`src/design/fwsr_pkg.sv`:
```
// Purpose: Constants and carriers for the flash status host controller.
// Assumes: 100 MHz clk, APB slave for software, parallel flash pins.
// Notes:   Host side; the flash itself is outside this design.
// How it works
// Address held stable across write strobe fall
// Data held stable until strobe rise
// Sector picked by address bits 19..12
// Unlock cycles use fixed low address bits
// Reset command after autoselect or timeout fail
// Autoselect ends with a fourth read cycle
// Protect verify reads 00h or 01h
// Bypass entry issued before bypass program
// Bypass reset ends unlock bypass mode
// Suspend allows reads, programs, autoselect elsewhere
// Resume only sent while erase suspended; the host sends it whenever OP_RESUME is ordered, susp_r unchecked
// Poll bit inverted until program completes
// Protected program busy briefly, no write
// All-protected erase busy, then array reads
// Erase poll bit 0, then 1
// Status valid after final strobe rise
// Reread full word after poll bit settles
// Ready/busy open drain, low while busy
// Global toggle bit flips every busy read
// Toggle stops in suspend, resumes for program
// Sector toggle bit flips inside erase sectors
// Toggle also during erase acceptance window
// Timeout fail bit set halts operation
// Erase window bit 0 accepting, then 1
// Host compares two successive status reads
// Status driven only with chip select, output enable
package fwsr_pkg;
	// ------------------------------------------------------------
	// Register map (byte offsets)
	// ------------------------------------------------------------
	localparam logic [7:0]  REG_CTRL   = 8'h00;
	localparam logic [7:0]  REG_ADDR   = 8'h04;
	localparam logic [7:0]  REG_WDATA  = 8'h08;
	localparam logic [7:0]  REG_STATUS = 8'h0C;
	localparam logic [7:0]  REG_RDATA  = 8'h10;
	localparam int          CTRL_GO    = 0;
	localparam int          CTRL_CMD_L = 4;
	localparam int          ST_BUSY    = 0;
	localparam int          ST_DONE    = 1;
	localparam int          ST_FAIL    = 2;
	localparam int          ST_RYBY    = 3;
	// ------------------------------------------------------------
	// Data bit positions
	// ------------------------------------------------------------
	localparam int          POLL_BIT   = 7;
	localparam int          TOGG_BIT   = 6;
	localparam int          FAIL_BIT   = 5;
	localparam int          EWIN_BIT   = 3;
	localparam int          STOG_BIT   = 2;
	// ------------------------------------------------------------
	// Flash command words and unlock addresses
	// ------------------------------------------------------------
	localparam logic [19:0] UNLK_A1    = 20'h0_0555;
	localparam logic [19:0] UNLK_A2    = 20'h0_02AA;
	localparam logic [15:0] UNLK_D1    = 16'h00AA;
	localparam logic [15:0] UNLK_D2    = 16'h0055;
	localparam logic [15:0] C_RESET    = 16'h00F0;
	localparam logic [15:0] C_PROG     = 16'h00A0;
	localparam logic [15:0] C_ERASE1   = 16'h0080;
	localparam logic [15:0] C_SECTOR   = 16'h0030;
	localparam logic [15:0] C_AUTOSEL  = 16'h0090;
	localparam logic [15:0] C_BYPASS   = 16'h0020;
	localparam logic [15:0] C_BYP_RST1 = 16'h0090;
	localparam logic [15:0] C_BYP_RST2 = 16'h0000;
	localparam logic [15:0] C_SUSPEND  = 16'h00B0;
	localparam logic [15:0] C_RESUME   = 16'h0030;
	localparam logic [19:0] SECT_MASK  = 20'hF_F000;
	localparam logic [19:0] PROT_OFS   = 20'h0_0002;
	// Bus cycles per command sequence
	localparam logic [2:0]  N_ONE      = 3'h1;
	localparam logic [2:0]  N_PAIR     = 3'h2;
	localparam logic [2:0]  N_BYP_ENT  = 3'h3;
	localparam logic [2:0]  N_CMD_STD  = 3'h4;
	localparam logic [2:0]  N_ERASE    = 3'h6;
	// ------------------------------------------------------------
	// Timing
	// ------------------------------------------------------------
	localparam int          CLK_MHZ    = 100;
	localparam int          T_PHASE_NS = 30;
	localparam int          PHASE_CYC  = (T_PHASE_NS * CLK_MHZ + 999) / 1000;
	localparam logic [3:0]  PHASE_MAX  = 4'(PHASE_CYC - 1);
	// ------------------------------------------------------------
	// Operations
	// ------------------------------------------------------------
	typedef enum logic [3:0] {
		OP_READ, OP_PROG, OP_SECT_ERASE, OP_AUTOSEL, OP_PROT_VERIFY, OP_RESET,
		OP_BYP_ENTER, OP_BYP_PROG, OP_BYP_RESET, OP_SUSPEND, OP_RESUME
	} fwsr_op_e;
	typedef struct packed {
		logic        write;
		logic [19:0] addr;
		logic [15:0] data;
	} fwsr_cyc_s;
	typedef struct packed {
		logic        ceN;
		logic        oeN;
		logic        weN;
		logic [19:0] addr;
		logic [15:0] dqOut;
		logic        dqOe;
	} fwsr_pins_s;
endpackage : fwsr_pkg

```
`src/design/fwsr_bus_cycle.sv`:
```
// Purpose: One flash bus cycle (write strobe or read) on the parallel pins.
// Assumes: Pin inputs synchronised by the caller.
// Notes:   Address and data held over the whole strobe window.
module fwsr_bus_cycle
	import fwsr_pkg::*;
(
	input  wire logic        clk,
	input  wire logic        rst_b,
	input  wire logic        start,
	input  wire fwsr_cyc_s   cyc,
	input  wire logic [15:0] dqSync,
	output      fwsr_pins_s  pins,
	output      logic [15:0] rdData,
	output      logic        done
);
	typedef enum logic [1:0] {S_IDLE, S_SETUP, S_STROBE, S_HOLD} fwsr_bc_e;
	fwsr_bc_e    state_r, state_nxt;
	logic [3:0]  cnt_r, cnt_nxt;
	fwsr_pins_s  pins_r, pins_nxt;
	logic [15:0] rd_r, rd_nxt;
	logic        done_nxt, done_r;

	always_comb begin
		state_nxt = state_r;
		cnt_nxt   = cnt_r;
		pins_nxt  = pins_r;
		rd_nxt    = rd_r;
		done_nxt  = 1'b0;
		unique case (state_r)
			S_IDLE: if (start) begin
				pins_nxt.addr  = cyc.addr;
				pins_nxt.dqOut = cyc.data;
				pins_nxt.dqOe  = cyc.write;
				pins_nxt.ceN   = 1'b0;
				cnt_nxt        = '0;
				state_nxt      = S_SETUP;
			end
			S_SETUP: begin
				if (cyc.write) pins_nxt.weN = 1'b0;
				else           pins_nxt.oeN = 1'b0;
				state_nxt = S_STROBE;
			end
			S_STROBE: if (cnt_r == PHASE_MAX) begin
				rd_nxt      = dqSync;
				pins_nxt.weN = 1'b1;
				pins_nxt.oeN = 1'b1;
				cnt_nxt     = '0;
				state_nxt   = S_HOLD;
			end else cnt_nxt = cnt_r + 4'd1;
			S_HOLD: begin
				pins_nxt.ceN  = 1'b1;
				pins_nxt.dqOe = 1'b0;
				done_nxt      = 1'b1;
				state_nxt     = S_IDLE;
			end
		endcase
	end

	always_ff @(posedge clk or negedge rst_b) begin
		if (!rst_b) begin
			state_r <= S_IDLE;
			cnt_r   <= '0;
			pins_r  <= '{ceN: 1'b1, oeN: 1'b1, weN: 1'b1, addr: '0, dqOut: '0, dqOe: 1'b0};
			rd_r    <= '0;
			done_r  <= 1'b0;
		end else begin
			state_r <= state_nxt;
			cnt_r   <= cnt_nxt;
			pins_r  <= pins_nxt;
			rd_r    <= rd_nxt;
			done_r  <= done_nxt;
		end
	end

	assign pins   = pins_r;
	assign rdData = rd_r;
	assign done   = done_r;
endmodule : fwsr_bus_cycle

```
`src/design/fwsr_host.sv`:
```
// Purpose: Host controller issuing flash command sequences and polling status.
// Assumes: Software orders an operation over APB, waits for done.
// Notes:   Completion judged by toggle bit with timeout-fail recheck.
module fwsr_host
	import fwsr_pkg::*;
(
	input  wire logic        clk,
	input  wire logic        rst_b,
	input  wire logic        psel,
	input  wire logic        penable,
	input  wire logic        pwrite,
	input  wire logic [7:0]  paddr,
	input  wire logic [31:0] pwdata,
	output      logic [31:0] prdata,
	output      logic        pready,
	output      logic        pslverr,
	output      logic        flashCeN,
	output      logic        flashOeN,
	output      logic        flashWeN,
	output      logic [19:0] flashAddr,
	output      logic [15:0] flashDqOut,
	output      logic        flashDqOe,
	input  wire logic [15:0] flashDqIn,
	input  wire logic        readyBusyNIn
);
	// ------------------------------------------------------------
	// Pin synchronisers
	// ------------------------------------------------------------
	logic [15:0] dqMeta_r, dqSync_r;
	logic        rbMeta_r, rbSync_r;
	always_ff @(posedge clk or negedge rst_b) begin
		if (!rst_b) begin
			dqMeta_r <= '0;
			dqSync_r <= '0;
			rbMeta_r <= 1'b1;
			rbSync_r <= 1'b1;
		end else begin
			dqMeta_r <= flashDqIn;
			dqSync_r <= dqMeta_r;
			rbMeta_r <= readyBusyNIn;
			rbSync_r <= rbMeta_r;
		end
	end

	// ------------------------------------------------------------
	// Sequencer
	// ------------------------------------------------------------
	typedef enum logic [2:0] {Q_IDLE, Q_CMD, Q_POLL1, Q_POLL2, Q_FAILCHK, Q_RESET, Q_END}
		fwsr_seq_e;
	fwsr_seq_e   seq_r, seq_nxt;
	fwsr_op_e    op_r, op_nxt;
	logic [19:0] addr_r, addr_nxt;
	logic [15:0] wdat_r, wdat_nxt, rdat_r, rdat_nxt, prev_r, prev_nxt;
	logic [2:0]  idx_r, idx_nxt;
	logic        busy_r, busy_nxt, done_r, done_nxt, fail_r, fail_nxt;
	logic        bypass_r, bypass_nxt, susp_r, susp_nxt;
	logic        start, cycDone;
	logic [15:0] cycRd;
	fwsr_cyc_s   cyc;
	fwsr_pins_s  pins;
	logic [2:0]  nCyc;
	logic        wrSel, apbWr, goReq, polls;

	assign apbWr = psel && penable && pwrite;
	assign goReq = apbWr && paddr == REG_CTRL && pwdata[CTRL_GO] && !busy_r;

	// Cycle table; unlock cycles use fixed low unlock addresses, single-cycle commands use address 0
	always_comb begin
		cyc   = '{write: 1'b1, addr: UNLK_A1, data: UNLK_D1};
		nCyc  = N_ONE;
		polls = 1'b0;
		unique case (op_r)
			OP_READ: begin
				cyc  = '{write: 1'b0, addr: addr_r, data: '0};
			end
			OP_RESET: cyc = '{write: 1'b1, addr: '0, data: C_RESET};
			OP_SUSPEND: cyc = '{write: 1'b1, addr: '0, data: C_SUSPEND};
			OP_RESUME: cyc = '{write: 1'b1, addr: '0, data: C_RESUME};
			OP_BYP_PROG: begin
				nCyc  = N_PAIR;
				polls = 1'b1;
				cyc = (idx_r == 3'd0) ? '{write: 1'b1, addr: '0, data: C_PROG}
				                      : '{write: 1'b1, addr: addr_r, data: wdat_r};
			end
			OP_BYP_RESET: begin
				nCyc = N_PAIR;
				cyc  = '{write: 1'b1, addr: '0,
				         data: (idx_r == 3'd0) ? C_BYP_RST1 : C_BYP_RST2};
			end
			default: begin
				// Unlock pair, command, then the operation's own cycles
				nCyc = (op_r == OP_SECT_ERASE) ? N_ERASE : N_CMD_STD;
				if (op_r == OP_BYP_ENTER) nCyc = N_BYP_ENT;
				polls = (op_r == OP_PROG || op_r == OP_SECT_ERASE);
				unique case (idx_r)
					3'd0: cyc = '{write: 1'b1, addr: UNLK_A1, data: UNLK_D1};
					3'd1: cyc = '{write: 1'b1, addr: UNLK_A2, data: UNLK_D2};
					3'd2: cyc = '{write: 1'b1, addr: UNLK_A1,
						data: op_r == OP_PROG ? C_PROG : op_r == OP_SECT_ERASE ? C_ERASE1 :
						op_r == OP_BYP_ENTER ? C_BYPASS : C_AUTOSEL};
					3'd3: cyc = (op_r == OP_PROG) ? '{write: 1'b1, addr: addr_r, data: wdat_r}
						: (op_r == OP_SECT_ERASE) ? '{write: 1'b1, addr: UNLK_A1, data: UNLK_D1}
						: (op_r == OP_PROT_VERIFY)
						? '{write: 1'b0, addr: (addr_r & SECT_MASK) | PROT_OFS, data: '0}
						: '{write: 1'b0, addr: addr_r, data: '0};
					3'd4: cyc = '{write: 1'b1, addr: UNLK_A2, data: UNLK_D2};
					default: cyc = '{write: 1'b1, addr: addr_r & SECT_MASK, data: C_SECTOR};
				endcase
			end
		endcase
		if (seq_r != Q_CMD) cyc = '{write: 1'b0, addr: addr_r, data: '0};
	end

	always_comb begin
		seq_nxt    = seq_r;
		op_nxt     = op_r;
		addr_nxt   = addr_r;
		wdat_nxt   = wdat_r;
		rdat_nxt   = rdat_r;
		prev_nxt   = prev_r;
		idx_nxt    = idx_r;
		busy_nxt   = busy_r;
		done_nxt   = done_r;
		fail_nxt   = fail_r;
		bypass_nxt = bypass_r;
		susp_nxt   = susp_r;
		start      = 1'b0;
		if (apbWr && paddr == REG_ADDR) addr_nxt = pwdata[19:0];
		if (apbWr && paddr == REG_WDATA) wdat_nxt = pwdata[15:0];
		if (apbWr && paddr == REG_STATUS && pwdata[ST_DONE]) done_nxt = 1'b0;
		unique case (seq_r)
			Q_IDLE: if (goReq) begin
				op_nxt   = fwsr_op_e'(pwdata[CTRL_CMD_L +: 4]);
				idx_nxt  = '0;
				busy_nxt = 1'b1;
				fail_nxt = 1'b0;
				seq_nxt  = Q_CMD;
			end
			Q_CMD: begin
				start = 1'b1;
				if (cycDone) begin
					rdat_nxt = cycRd;
					if (idx_r == nCyc - 3'd1) begin
						seq_nxt = polls ? Q_POLL1 : Q_END;
						if (op_r == OP_BYP_ENTER) bypass_nxt = 1'b1;
						if (op_r == OP_BYP_RESET) bypass_nxt = 1'b0;
						if (op_r == OP_SUSPEND) susp_nxt = 1'b1;
						if (op_r == OP_RESUME) susp_nxt = 1'b0;
					end else idx_nxt = idx_r + 3'd1;
				end
			end
			Q_POLL1: begin
				start = 1'b1;
				if (cycDone) begin
					prev_nxt = cycRd;
					seq_nxt  = Q_POLL2;
				end
			end
			Q_POLL2, Q_FAILCHK: begin
				start = 1'b1;
				if (cycDone) begin
					prev_nxt = cycRd;
					if (cycRd[TOGG_BIT] == prev_r[TOGG_BIT]) begin
						seq_nxt = Q_END;
					end else if (seq_r == Q_FAILCHK) begin
						fail_nxt = 1'b1;
						op_nxt   = OP_RESET;
						idx_nxt  = '0;
						seq_nxt  = Q_RESET;
					end else if (cycRd[FAIL_BIT]) seq_nxt = Q_FAILCHK;
				end
			end
			Q_RESET: begin
				start = 1'b1;
				if (cycDone) seq_nxt = Q_END;
			end
			Q_END: begin
				if (op_r == OP_PROG || op_r == OP_BYP_PROG) rdat_nxt = prev_r;
				busy_nxt = 1'b0;
				done_nxt = 1'b1;
				seq_nxt  = Q_IDLE;
			end
			default: seq_nxt = Q_IDLE;
		endcase
	end

	fwsr_cyc_s cycMux;
	assign cycMux = (seq_r == Q_RESET) ? '{write: 1'b1, addr: '0, data: C_RESET} : cyc;

	always_ff @(posedge clk or negedge rst_b) begin
		if (!rst_b) begin
			seq_r    <= Q_IDLE;
			op_r     <= OP_READ;
			addr_r   <= '0;
			wdat_r   <= '0;
			rdat_r   <= '0;
			prev_r   <= '0;
			idx_r    <= '0;
			busy_r   <= 1'b0;
			done_r   <= 1'b0;
			fail_r   <= 1'b0;
			bypass_r <= 1'b0;
			susp_r   <= 1'b0;
		end else begin
			seq_r    <= seq_nxt;
			op_r     <= op_nxt;
			addr_r   <= addr_nxt;
			wdat_r   <= wdat_nxt;
			rdat_r   <= rdat_nxt;
			prev_r   <= prev_nxt;
			idx_r    <= idx_nxt;
			busy_r   <= busy_nxt;
			done_r   <= done_nxt;
			fail_r   <= fail_nxt;
			bypass_r <= bypass_nxt;
			susp_r   <= susp_nxt;
		end
	end

	// Start held during the command, poll and reset states; the cycle engine only samples it when idle
	fwsr_bus_cycle uCycle (
		.clk    (clk),
		.rst_b  (rst_b),
		.start  (start && !cycDone),
		.cyc    (cycMux),
		.dqSync (dqSync_r),
		.pins   (pins),
		.rdData (cycRd),
		.done   (cycDone)
	);

	assign flashCeN   = pins.ceN;
	assign flashOeN   = pins.oeN;
	assign flashWeN   = pins.weN;
	assign flashAddr  = pins.addr;
	assign flashDqOut = pins.dqOut;
	assign flashDqOe  = pins.dqOe;

	// ------------------------------------------------------------
	// APB read side; zero wait states
	// ------------------------------------------------------------
	// Word captured in the setup cycle, so read data leave a flop
	// at no cost in wait states; status is one cycle old.
	logic [31:0] prdata_r, prdata_nxt;
	assign pready  = 1'b1;
	assign pslverr = 1'b0;
	always_comb begin
		prdata_nxt = prdata_r;
		if (psel && !penable) begin
			unique case (paddr)
				REG_ADDR:   prdata_nxt = {12'h000, addr_r};
				REG_WDATA:  prdata_nxt = {16'h0000, wdat_r};
				REG_RDATA:  prdata_nxt = {16'h0000, rdat_r};
				REG_STATUS: prdata_nxt = {26'h000_0000, susp_r, bypass_r, rbSync_r, fail_r,
				                          done_r, busy_r};
				default:    prdata_nxt = '0;
			endcase
		end
	end
	always_ff @(posedge clk or negedge rst_b) begin
		if (!rst_b) prdata_r <= '0;
		else        prdata_r <= prdata_nxt;
	end
	assign prdata = prdata_r;
endmodule : fwsr_host

```
`config.mk`:
```
export PLATFORM = sky130hd
export DESIGN_NAME = fwsr_host
export DESIGN_NICKNAME = d
export VERILOG_FILES = /design/src/design/fwsr_pkg.sv /design/src/design/fwsr_bus_cycle.sv /design/src/design/fwsr_host.sv
export SDC_FILE = /design/constraint.sdc
export NUM_CORES = 1
export LEC_CHECK = 0
export ABC_AREA = 1
export BUFFER_PORTS_ARGS = -buffer_cell sky130_fd_sc_hd__buf_2
export CAP_MARGIN = 20
export CORE_ASPECT_RATIO = 1.4
export CORE_MARGIN = 4
export CORE_UTILIZATION = 45
export DETAILED_ROUTE_END_ITERATION = 10
export PLACE_DENSITY = 0.66
export SYNTH_ARGS = -nofsm -noshare
export SYNTH_HDL_FRONTEND = slang
export SYNTH_SLANG_ARGS = --single-unit
```
`constraint.sdc`:
```
create_clock -name clk -period 3.8 [get_ports clk]
set_input_delay 0.19 -clock clk [delete_from_list [all_inputs] [get_ports clk]]
set_output_delay 0.19 -clock clk [all_outputs]
set_load 0.005 [all_outputs]
```
== Word level (Yosys, flattened, before mapping) ==
Index checks and enable logic that the tools add are counted.

* Register bits after elaboration: 212
* Input bits: 62
* Output and inout bits: 74
* Logic and storage cells: 199

* Add/sub/neg operators: 3
* Equal/unequal tests: 45
* Muxes and demuxes: 71
* Reductions and logical operators: 53

{| class="wikitable"
|+ Operators with widths
! cell !! count
|-
| $pmux 37 s6 || 1
|-
| $mux 37 || 4
|-
| $pmux 37 s4 || 1
|-
| $pmux 20 s4 || 1
|-
| $mux 3 || 17
|-
| $mux 36 || 1
|-
| $mux 16 || 2
|-
| $mux 8 || 4
|-
| $pmux 16 s2 || 1
|-
| $mux 28 || 1
|-
| $mux 4 || 6
|-
| $reduce_bool 2->1 || 9
|-
| $mux 1 || 17
|-
| $eq 4x3->1 const B || 4
|-
| $eq 8x4->1 const B || 2
|-
| $pmux 4 s2 || 2
|-
| $pmux 3 s5 || 1
|-
| $ne 2x1->1 const B || 7
|-
| $ne 2x2->1 const B || 7
|-
| $reduce_and 2->1 || 7
|-
| $reduce_and 7->1 || 2
|-
| $eq 3x2->1 const B || 4
|-
| $eq 3x3->1 const B || 4
|-
| $eq 4x4->1 const B || 3
|-
| 35 further kinds || 64
|}

== Logic depth before layout (Yosys ltp) ==
Gate-level depths: netlist of the first run.

* Depth after elaboration: 10
* Mapped depth: 17
* Mapped depth without buffers: 17

== Hierarchy ==
From an unflattened synthesis of the first run, not the netlist that was laid out.

* Cells, all modules: 1,114
* Area, all modules: 9,281.4 um^2

{| class="wikitable"
|+ By module, submodules not included
! module !! instances !! cells an instance !! area an instance (um^2) !! seq. area each (um^2)
|-
| fwsr_host || 1 || 820 || 6,696.4 || 3,430.8
|-
| fwsr_bus_cycle || 1 || 294 || 2,585.0 || 1,580.3
|}

== Worst setup path before layout of the first run ==
Ideal clock, no wire load.

* Path kind: reg-to-reg
* Start: register op_r[2]
* End: register idx_r[0]
* Library setup time: 0.117 ns
* Arrival time: 2.180 ns
* Required time: 3.683 ns
* Setup slack: 1.503 ns
* Stages on the path, launching flop included: 17
* Buffers on the path: 1
* Period minus slack after synthesis: 2.297 ns
* Path through: dfrtp_1 -> nor2_1 -> inv_1 -> nor2_1 -> buf_2 -> nor4_1 -> ha_1 -> xnor2_1 -> nand3_1 -> nand2_1 -> nor2_4 -> nand2_1 -> nand2_2 -> nand2_2 -> nand2_1 -> nand2_1 -> nand2_1

* Cells in the longest elaborated chain, start to end: 8
* Elaborated cells on any way between the ends: 17
* Those cells by class: add/sub: 1; eq/ne: 9; mux: 3; reduce/logical: 4

{| class="wikitable"
|+ Ends and longest elaborated chain
! what !! RTL line !! RTL
|-
| start: declaration || fwsr_host.sv:51 || <nowiki>fwsr_op_e op_r, op_nxt;</nowiki>
|-
| start signal: assignment || fwsr_host.sv:206 || <nowiki>op_r <= op_nxt;</nowiki>
|-
| $eq 4x2->1 || fwsr_host.sv:92 || <nowiki>nCyc = (op_r == OP_SECT_ERASE) ? N_ERASE : N_CMD_STD;</nowiki>
|-
| $mux 2 || fwsr_host.sv:92 ||
|-
| $mux 3 || fwsr_host.sv:93 || <nowiki>if (op_r == OP_BYP_ENTER) nCyc = N_BYP_ENT;</nowiki>
|-
| $pmux 3 s2 (*) || fwsr_host.sv:72 || <nowiki>unique case (op_r)</nowiki>
|-
| $sub 3x1->3 (*) || fwsr_host.sv:143 || <nowiki>if (idx_r == nCyc - 3'd1) begin</nowiki>
|-
| $eq 3x3->1 (*) || fwsr_host.sv:143 ||
|-
| $ne 2x2->1 (no line) (*) || n/a ||
|-
| $reduce_and 7->1 (no line) (*) || n/a ||
|-
| end signal: assignment || fwsr_host.sv:211 || <nowiki>idx_r <= idx_nxt;</nowiki>
|-
| end: declaration || fwsr_host.sv:54 || <nowiki>logic [2:0] idx_r, idx_nxt;</nowiki>
|}

Mark *: on every way between the ends. The rest lies on a longest branch, timed or not.
A chain may end at the register's enable or synchronous reset.

== Worst setup path after layout of the first run ==
* Start: register op_r[0]
* End: register idx_r[0]

Same word-level chain as after synthesis.

==> results of run 1 <==
-- per-layer routing --
layer	global-route usage, %	wire length, um	up-vias	part of all wire [%]
met1	26.36	9134	3226	44
li1	-	-	3476	-
met2	31.76	9849	178	47
met5	0	12	-	0.058
met4	9.615	842	2	4.0
met3	3.289	1009	52	4.8
-- cell type report --
cell class              count  area share, %
repair buffers            136          7.979
flip-flops and latches    200          48.20
multi-input cells         629          30.08
well taps                 248          2.985
clock buffers              17          4.092
clock inverters            15          1.721
inverters                 137          4.946
-- worst max-delay path: stages (launching register included) --
cell and delay, ns:
dfrtp_1 0.40, inv_1 0.09, nand2_1 0.08, inv_1 0.06
nand2_2 0.14, inv_1 0.09, nor4_1 0.31, ha_1 0.22
xnor2_1 0.19, nand3_1 0.11, nand2_1 0.13, nor2_4 0.04
nand2_1 0.06, nand2_2 0.07, nand2_2 0.10, nand2_1 0.09
nand2_1 0.09, nand2_1 0.05
-- final timing paths --
path	from	cells past startpoint	to	slack (ns)
worst max register to register	op_r[0]$_DFFE_PN0P_	17	idx_r[0]$_DFFE_PN0P_	1.35
worst max-delay path	op_r[0]$_DFFE_PN0P_	17	idx_r[0]$_DFFE_PN0P_	1.35
min in group asynchronous	rst_b	2	uCycle.pins[22]$_DFFE_PN0P_	0.42
max in group asynchronous	rst_b	3	rbMeta_r$_DFF_PN1_	2.51
worst min-delay path	pwdata[12]	3	addr_r[12]$_DFFE_PN0P_	0.02
worst min register to register	dqMeta_r[15]$_DFF_PN0_	0	dqSync_r[15]$_DFF_PN0_	0.35
-- power by group --
part / leakage [nW] / internal [mW] / switching [mW] / total (mW)
Combinational: 2.24 / 0.0429 / 0.0793 / 0.122
Clock: 0.291 / 0.895 / 0.900 / 1.79
Sequential: 2.66 / 2.15 / 0.0102 / 2.16
Total: 5.19 / 3.09 / 0.989 / 4.08
-- stage by stage --
stage | utilization, % | area (um^2) | setup slack, ns
floorplan | - | 8892 | 1.503
global placement | 49.59 | 9567 | 1.363
detailed placement | 49.59 | 9567 | 1.250
CTS | 53.81 | 10380 | 1.348
global route | 53.88 | 10400 | 1.045
finish | 53.88 | 10400 | 1.350
-- cells in the mapped netlist (2+ instances only) --
master,count,share of area [%]
a21oi_1,31,1.8
a221oi_1,3,0.30
a22o_1,3,0.30
a22oi_1,5,0.42
a2bb2oi_1,3,0.30
a31oi_1,3,0.21
buf_2,5,0.28
buf_4,14,1.2
clkbuf_1,26,1.1
conb_1,2,0.085
dfrtp_1,195,55
dfstp_2,5,1.5
ha_1,13,1.8
inv_1,133,5.6
inv_2,3,0.13
nand2_1,232,9.8
nand2_2,7,0.49
nand3_1,33,1.9
nand4_1,7,0.49
nor2_1,47,2.0
nor2_2,6,0.42
nor2_4,2,0.25
nor3_1,8,0.45
o211ai_1,19,1.6
o21ai_0,142,8.0
o21ai_1,7,0.40
o22ai_1,16,1.1
o31ai_1,16,1.4
-- cells by family after synthesis --
family / synth area share, %
xor gates and xnor gates: 0.1980
other: 0.08489
adders and majority gates: 1.839
buffers and inverters: 8.556
and+or+nand+nor: 16.31
DFF: 56.64
AOI/OAI and AO/OA: 16.38
==> results_dict.tcl, run 1 <==
set metrics [dict create \
    avgSynthCellArea_um2 8.838 \
    fp-row-count 60 \
    worst_slew_pin_slew_ns 0.9503 \
    io-pin-count 136 \
    final_nets 1196 \
    cts_inserted_buffers 17 \
    p_leak_nw 5.191 \
    grt_pass1_vias 6811 \
    core-area_um2 19290 \
    place_inst 1328 \
    synth.distinct_cells 43 \
    clock_latency_ns 0.44 \
    grtUsageTotal_pct 19.88 \
    netlist_instances 1001 \
    start_kind "register" \
    drt-pass1-iter-count 6 \
    synth_edf_count 0 \
    wl_per_cell_um 15.09 \
    setup.worst_path.class "reg2reg" \
    cts_tree "yes" \
    cts_buffer_depth 2 \
    via_count 6934 \
    yosysWarnings 0 \
    area_growth_pct 17.51 \
    holdWs_ns 0.01945 \
    max_freq_ghz 0.4082 \
    htreeDepth 4 \
    finalHoldViolCount 0 \
    vdd_drop_max_mv 0.2812 \
    ctsHoldBuffers 21 \
    post_cts_buffers 0 \
    synth-main-ff-cell "dfrtp_1" \
    ctsResizeCount 0 \
    slew_violations 0 \
    grt_max_degree 117 \
    fin_crit_ns 2.450 \
    cp.required_ns 4.13 \
    path_clk_slew_ns 0.09 \
    synth_area_um2 8847 \
    slew_headroom_pct 36.65 \
    status "finished clean" \
    finalNonFillerCells 1382 \
    antenna_found_initial 1 \
    overflow 0 \
    min-delay-path-class "in2reg" \
    fillers 1809 \
    fp.dieW_um 126.5 \
    largest_register_ff_count 40 \
    finalWeightedCongestion 0.9121 \
    seq_area_frac_synth_pct 56.64 \
    worstSetupEndpointType "register" \
    setup_tns_ns 0 \
    start_util_pct 45.86 \
    seqCellArea_um2 5011 \
    clock-sinks 200 \
    ys_seq_elements 200 \
    powerDensity_nw_per_um2 392.3 \
    final_common_cell "nand2_1" \
    drive_above_1_share_pct 15.43 \
    cp.arrival_ns 2.78 \
    die_y_um 173.9 \
    cts_root_buf "clkbuf_16" \
    fin_crit_sh_pct 64.47 \
    vias_per_cell 5.017 \
    drc 0 \
    drt_iter0_drc 530 \
    wl_um 20850 \
    antenna_left 0 \
    finClkSkew_ns 0.01384 \
    total_power_mw 4.079 \
    async_flop_share_pct 100.0 \
    setup_viol 0 \
    cp_max_fo 6 \
    drv_cap 0 \
    dp_hpwl_um 15200 \
    n_antenna_cell 0 \
    port_buffers 109 \
    multi_input_area_um2 3127 \
    fp.dieArea_um2 22000 \
    grt_first_pass_wirelength_um 35070 \
    rsz0062_at_grt "no" \
    final_cell_mix "nand2_1, dfrtp_1, o21ai_0" \
]
No activity file was read; power rests on OpenSTA's default activity.
==> run 2: changes to the inputs <==
==> constraint.sdc (replaced) <==
create_clock -name clk -period 2.6 [get_ports clk]
set_input_delay 0.13 -clock clk [delete_from_list [all_inputs] [get_ports clk]]
set_output_delay 0.13 -clock clk [all_outputs]
set_load 0.005 [all_outputs]
==> run 2 against run 1 <==
  * Via count grew 1.6%
  * Clock power grew 50%
  * Combinational power increased by 63%
  * Critical path depth is 1 lower
  * Final cell count is 1.7% higher
  * Critical path type unchanged
  * Largest power group unchanged
==> results_dict.tcl, run 2 (same netlist as run 1, synthesis figures left out) <==
set metrics [dict create \
    status "finished clean" \
    cts_inserted_buffers 17 \
    grtUsageTotal_pct 20.21 \
    via_count 7046 \
    antenna_left 0 \
    start_kind "register" \
    pwr-share-seq_pct 52.2 \
    vdd_drop_max_mv 0.4531 \
    cp.required_ns 2.92 \
    setup_tns_ns 0 \
    cp_slowest_stage_delay_ns 0.44 \
    grt_max_degree 69 \
    crit_family "simple AND/OR/NAND/NOR gates" \
    preCtsSetupSlack_ns 0.2665 \
    slew_violations 0 \
    setup_viol 0 \
    intPower_mw 4.547 \
    switchingPower_mw 1.501 \
    cp_num_buf_inv 1 \
    clock-sinks 200 \
    drt_iter0_drc 545 \
    final_nets 1219 \
    p_clk_share_pct 44.5 \
    area_growth_pct 20.04 \
    slew_headroom_pct 45.78 \
    holdWs_ns 0.02510 \
    wl_per_cell_um 15.29 \
    grt_first_pass_wirelength_um 35650 \
    drive_above_1_share_pct 16.25 \
    drc 0 \
    min-delay-path-class "in2reg" \
    largest_register_ff_count 40 \
    cpMaxStageDelayCell "dfrtp_1" \
    drv_cap 0 \
    cp_max_fo 6 \
    io-pin-count 136 \
    cts_buffer_depth 2 \
    fp-row-count 60 \
    clock_latency_ns 0.44 \
    overflow 0 \
    wl_um 21480 \
    p_leak_nw 5.301 \
    n_antenna_cell 0 \
    fp.dieW_um 126.5 \
    core-area_um2 19290 \
    path_common_cell "nand2_1" \
    max_freq_ghz 0.4363 \
    finalWeightedCongestion 0.9308 \
    htreeDepth 4 \
    final_common_cell "nand2_1" \
    fin_area_um2 10620 \
    finalHoldViolCount 0 \
    cts_tree "yes" \
    cts_root_buf "clkbuf_16" \
    drt-pass1-iter-count 5 \
    die_y_um 173.9 \
    grt_pass1_vias 6941 \
    port_buffers 109 \
    powerDensity_nw_per_um2 569.5 \
    rsz0062_at_grt "no" \
    setup.worst_path.class "reg2reg" \
    start_util_pct 45.86 \
    dp_hpwl_um 15800 \
    p_comb_share_pct 3.3 \
    switching_share_pct 24.82 \
    finClkSkew_ns 0.01674 \
    cp.arrival_ns 2.61 \
    crit_chain "nor2_1 -> nand2_2 -> inv_1 -> nor2_1 -> o21ai_1 -> ha_1 -> xnor2_2 -> nand3_1 -> nand2_1 -> nor2_4 -> nand2_1 -> nand2_2 -> nand2_2 -> nand2_1 -> nand2_1 -> nand2_1" \
    path_clk_slew_ns 0.08 \
    finalWorstSetupSlack_ns 0.3082 \
    worst_slew_pin_slew_ns 0.8124 \
    final_cell_mix "nand2_1, dfrtp_1, o21ai_0" \
    vias_per_cell 5.015 \
    reg2reg_slack_ns 0.31 \
    worstSetupEndpointType "register" \
    place_area_um2 9677 \
    fin_crit_ns 2.292 \
    fin_crit_sh_pct 88.15 \
    fp.dieArea_um2 22000 \
    antenna_found_initial 0 \
]
-- run 2: changes by cell type in the layout (fill, tap and decap cells not counted), sizes merged --
cell and delta:
inv +2, clkinv -2, dlygate4sd3 +11, buf +12
-- run 2: area by class of cell --
class / instances / area [um^2]
Clock inverter: 15 / 190.2
Timing Repair Buffer: 159 / 1035
Clock buffer: 17 / 425.4
Inverter: 137 / 514.2
Tap cell: 248 / 310.3
Multi-Input combinational cell: 629 / 3134
Sequential cell: 200 / 5011
Fill cell: 1762 / 8673
-- run 2: stage by stage --
stage	total power [mW]	cells	utilization, %
2_1_floorplan	3.269	1013	-
3_5_place_dp	3.387	1341	50.16
3_3_place_gp	3.384	1341	50.16
5_1_grt	6.279	1405	55.05
4_1_cts	6.125	1405	55.01
6_report	6.048	1405	55.05
-- run 2: tightest hold or removal path, cell delays in order --
cell and delay [ns]:
buf_2 0.07, inv_1 0.07, a21oi_1 0.13
-- run 2: power by group through the flow --
| stage | sequential [mW] | combinational [mW] | clock, mW |
|---|---|---|---|
| 6_report | 3.16 | 0.199 | 2.69 |
| 5_1_grt | 3.16 | 0.229 | 2.89 |
| 4_1_cts | 3.16 | 0.203 | 2.76 |
| 3_5_place_dp | 3.22 | 0.166 | 0 |
| 3_3_place_gp | 3.22 | 0.164 | 0 |
| 2_1_floorplan | 3.22 | 0.0521 | 0 |
-- run 2: worst paths after layout --
path	startpoint	endpoint	cells after the start
worst max-delay path	op_r[1]$_DFFE_PN0P_	idx_r[1]$_DFFE_PN0P_	16
worst min-delay path	pwdata[6]	op_r[2]$_DFFE_PN0P_	3
worst min register to register	dqMeta_r[0]$_DFF_PN0_	dqSync_r[0]$_DFF_PN0_	0
worst max register to register	op_r[1]$_DFFE_PN0P_	idx_r[1]$_DFFE_PN0P_	16
min in group asynchronous	rst_b	uCycle.pins[26]$_DFFE_PN0P_	2
max in group asynchronous	rst_b	rbSync_r$_DFF_PN1_	3
-- run 2: metal layers --
layer,wire length [um],vias up,global-route usage (%)
li1,-,3530,-
met1,9496,3290,26.70
met2,10480,196,33.61
met3,899,30,3.535
met4,602,0,7.021
met5,0,-,0
-- run 2: repair_timing --
item                                    in CTS  in global routing
setup buffers                                0                  0
endpoints found under the setup margin       0                  1
hold buffers                                32                  0
resized for setup                            0                  1
endpoints found under the hold margin       84                  0
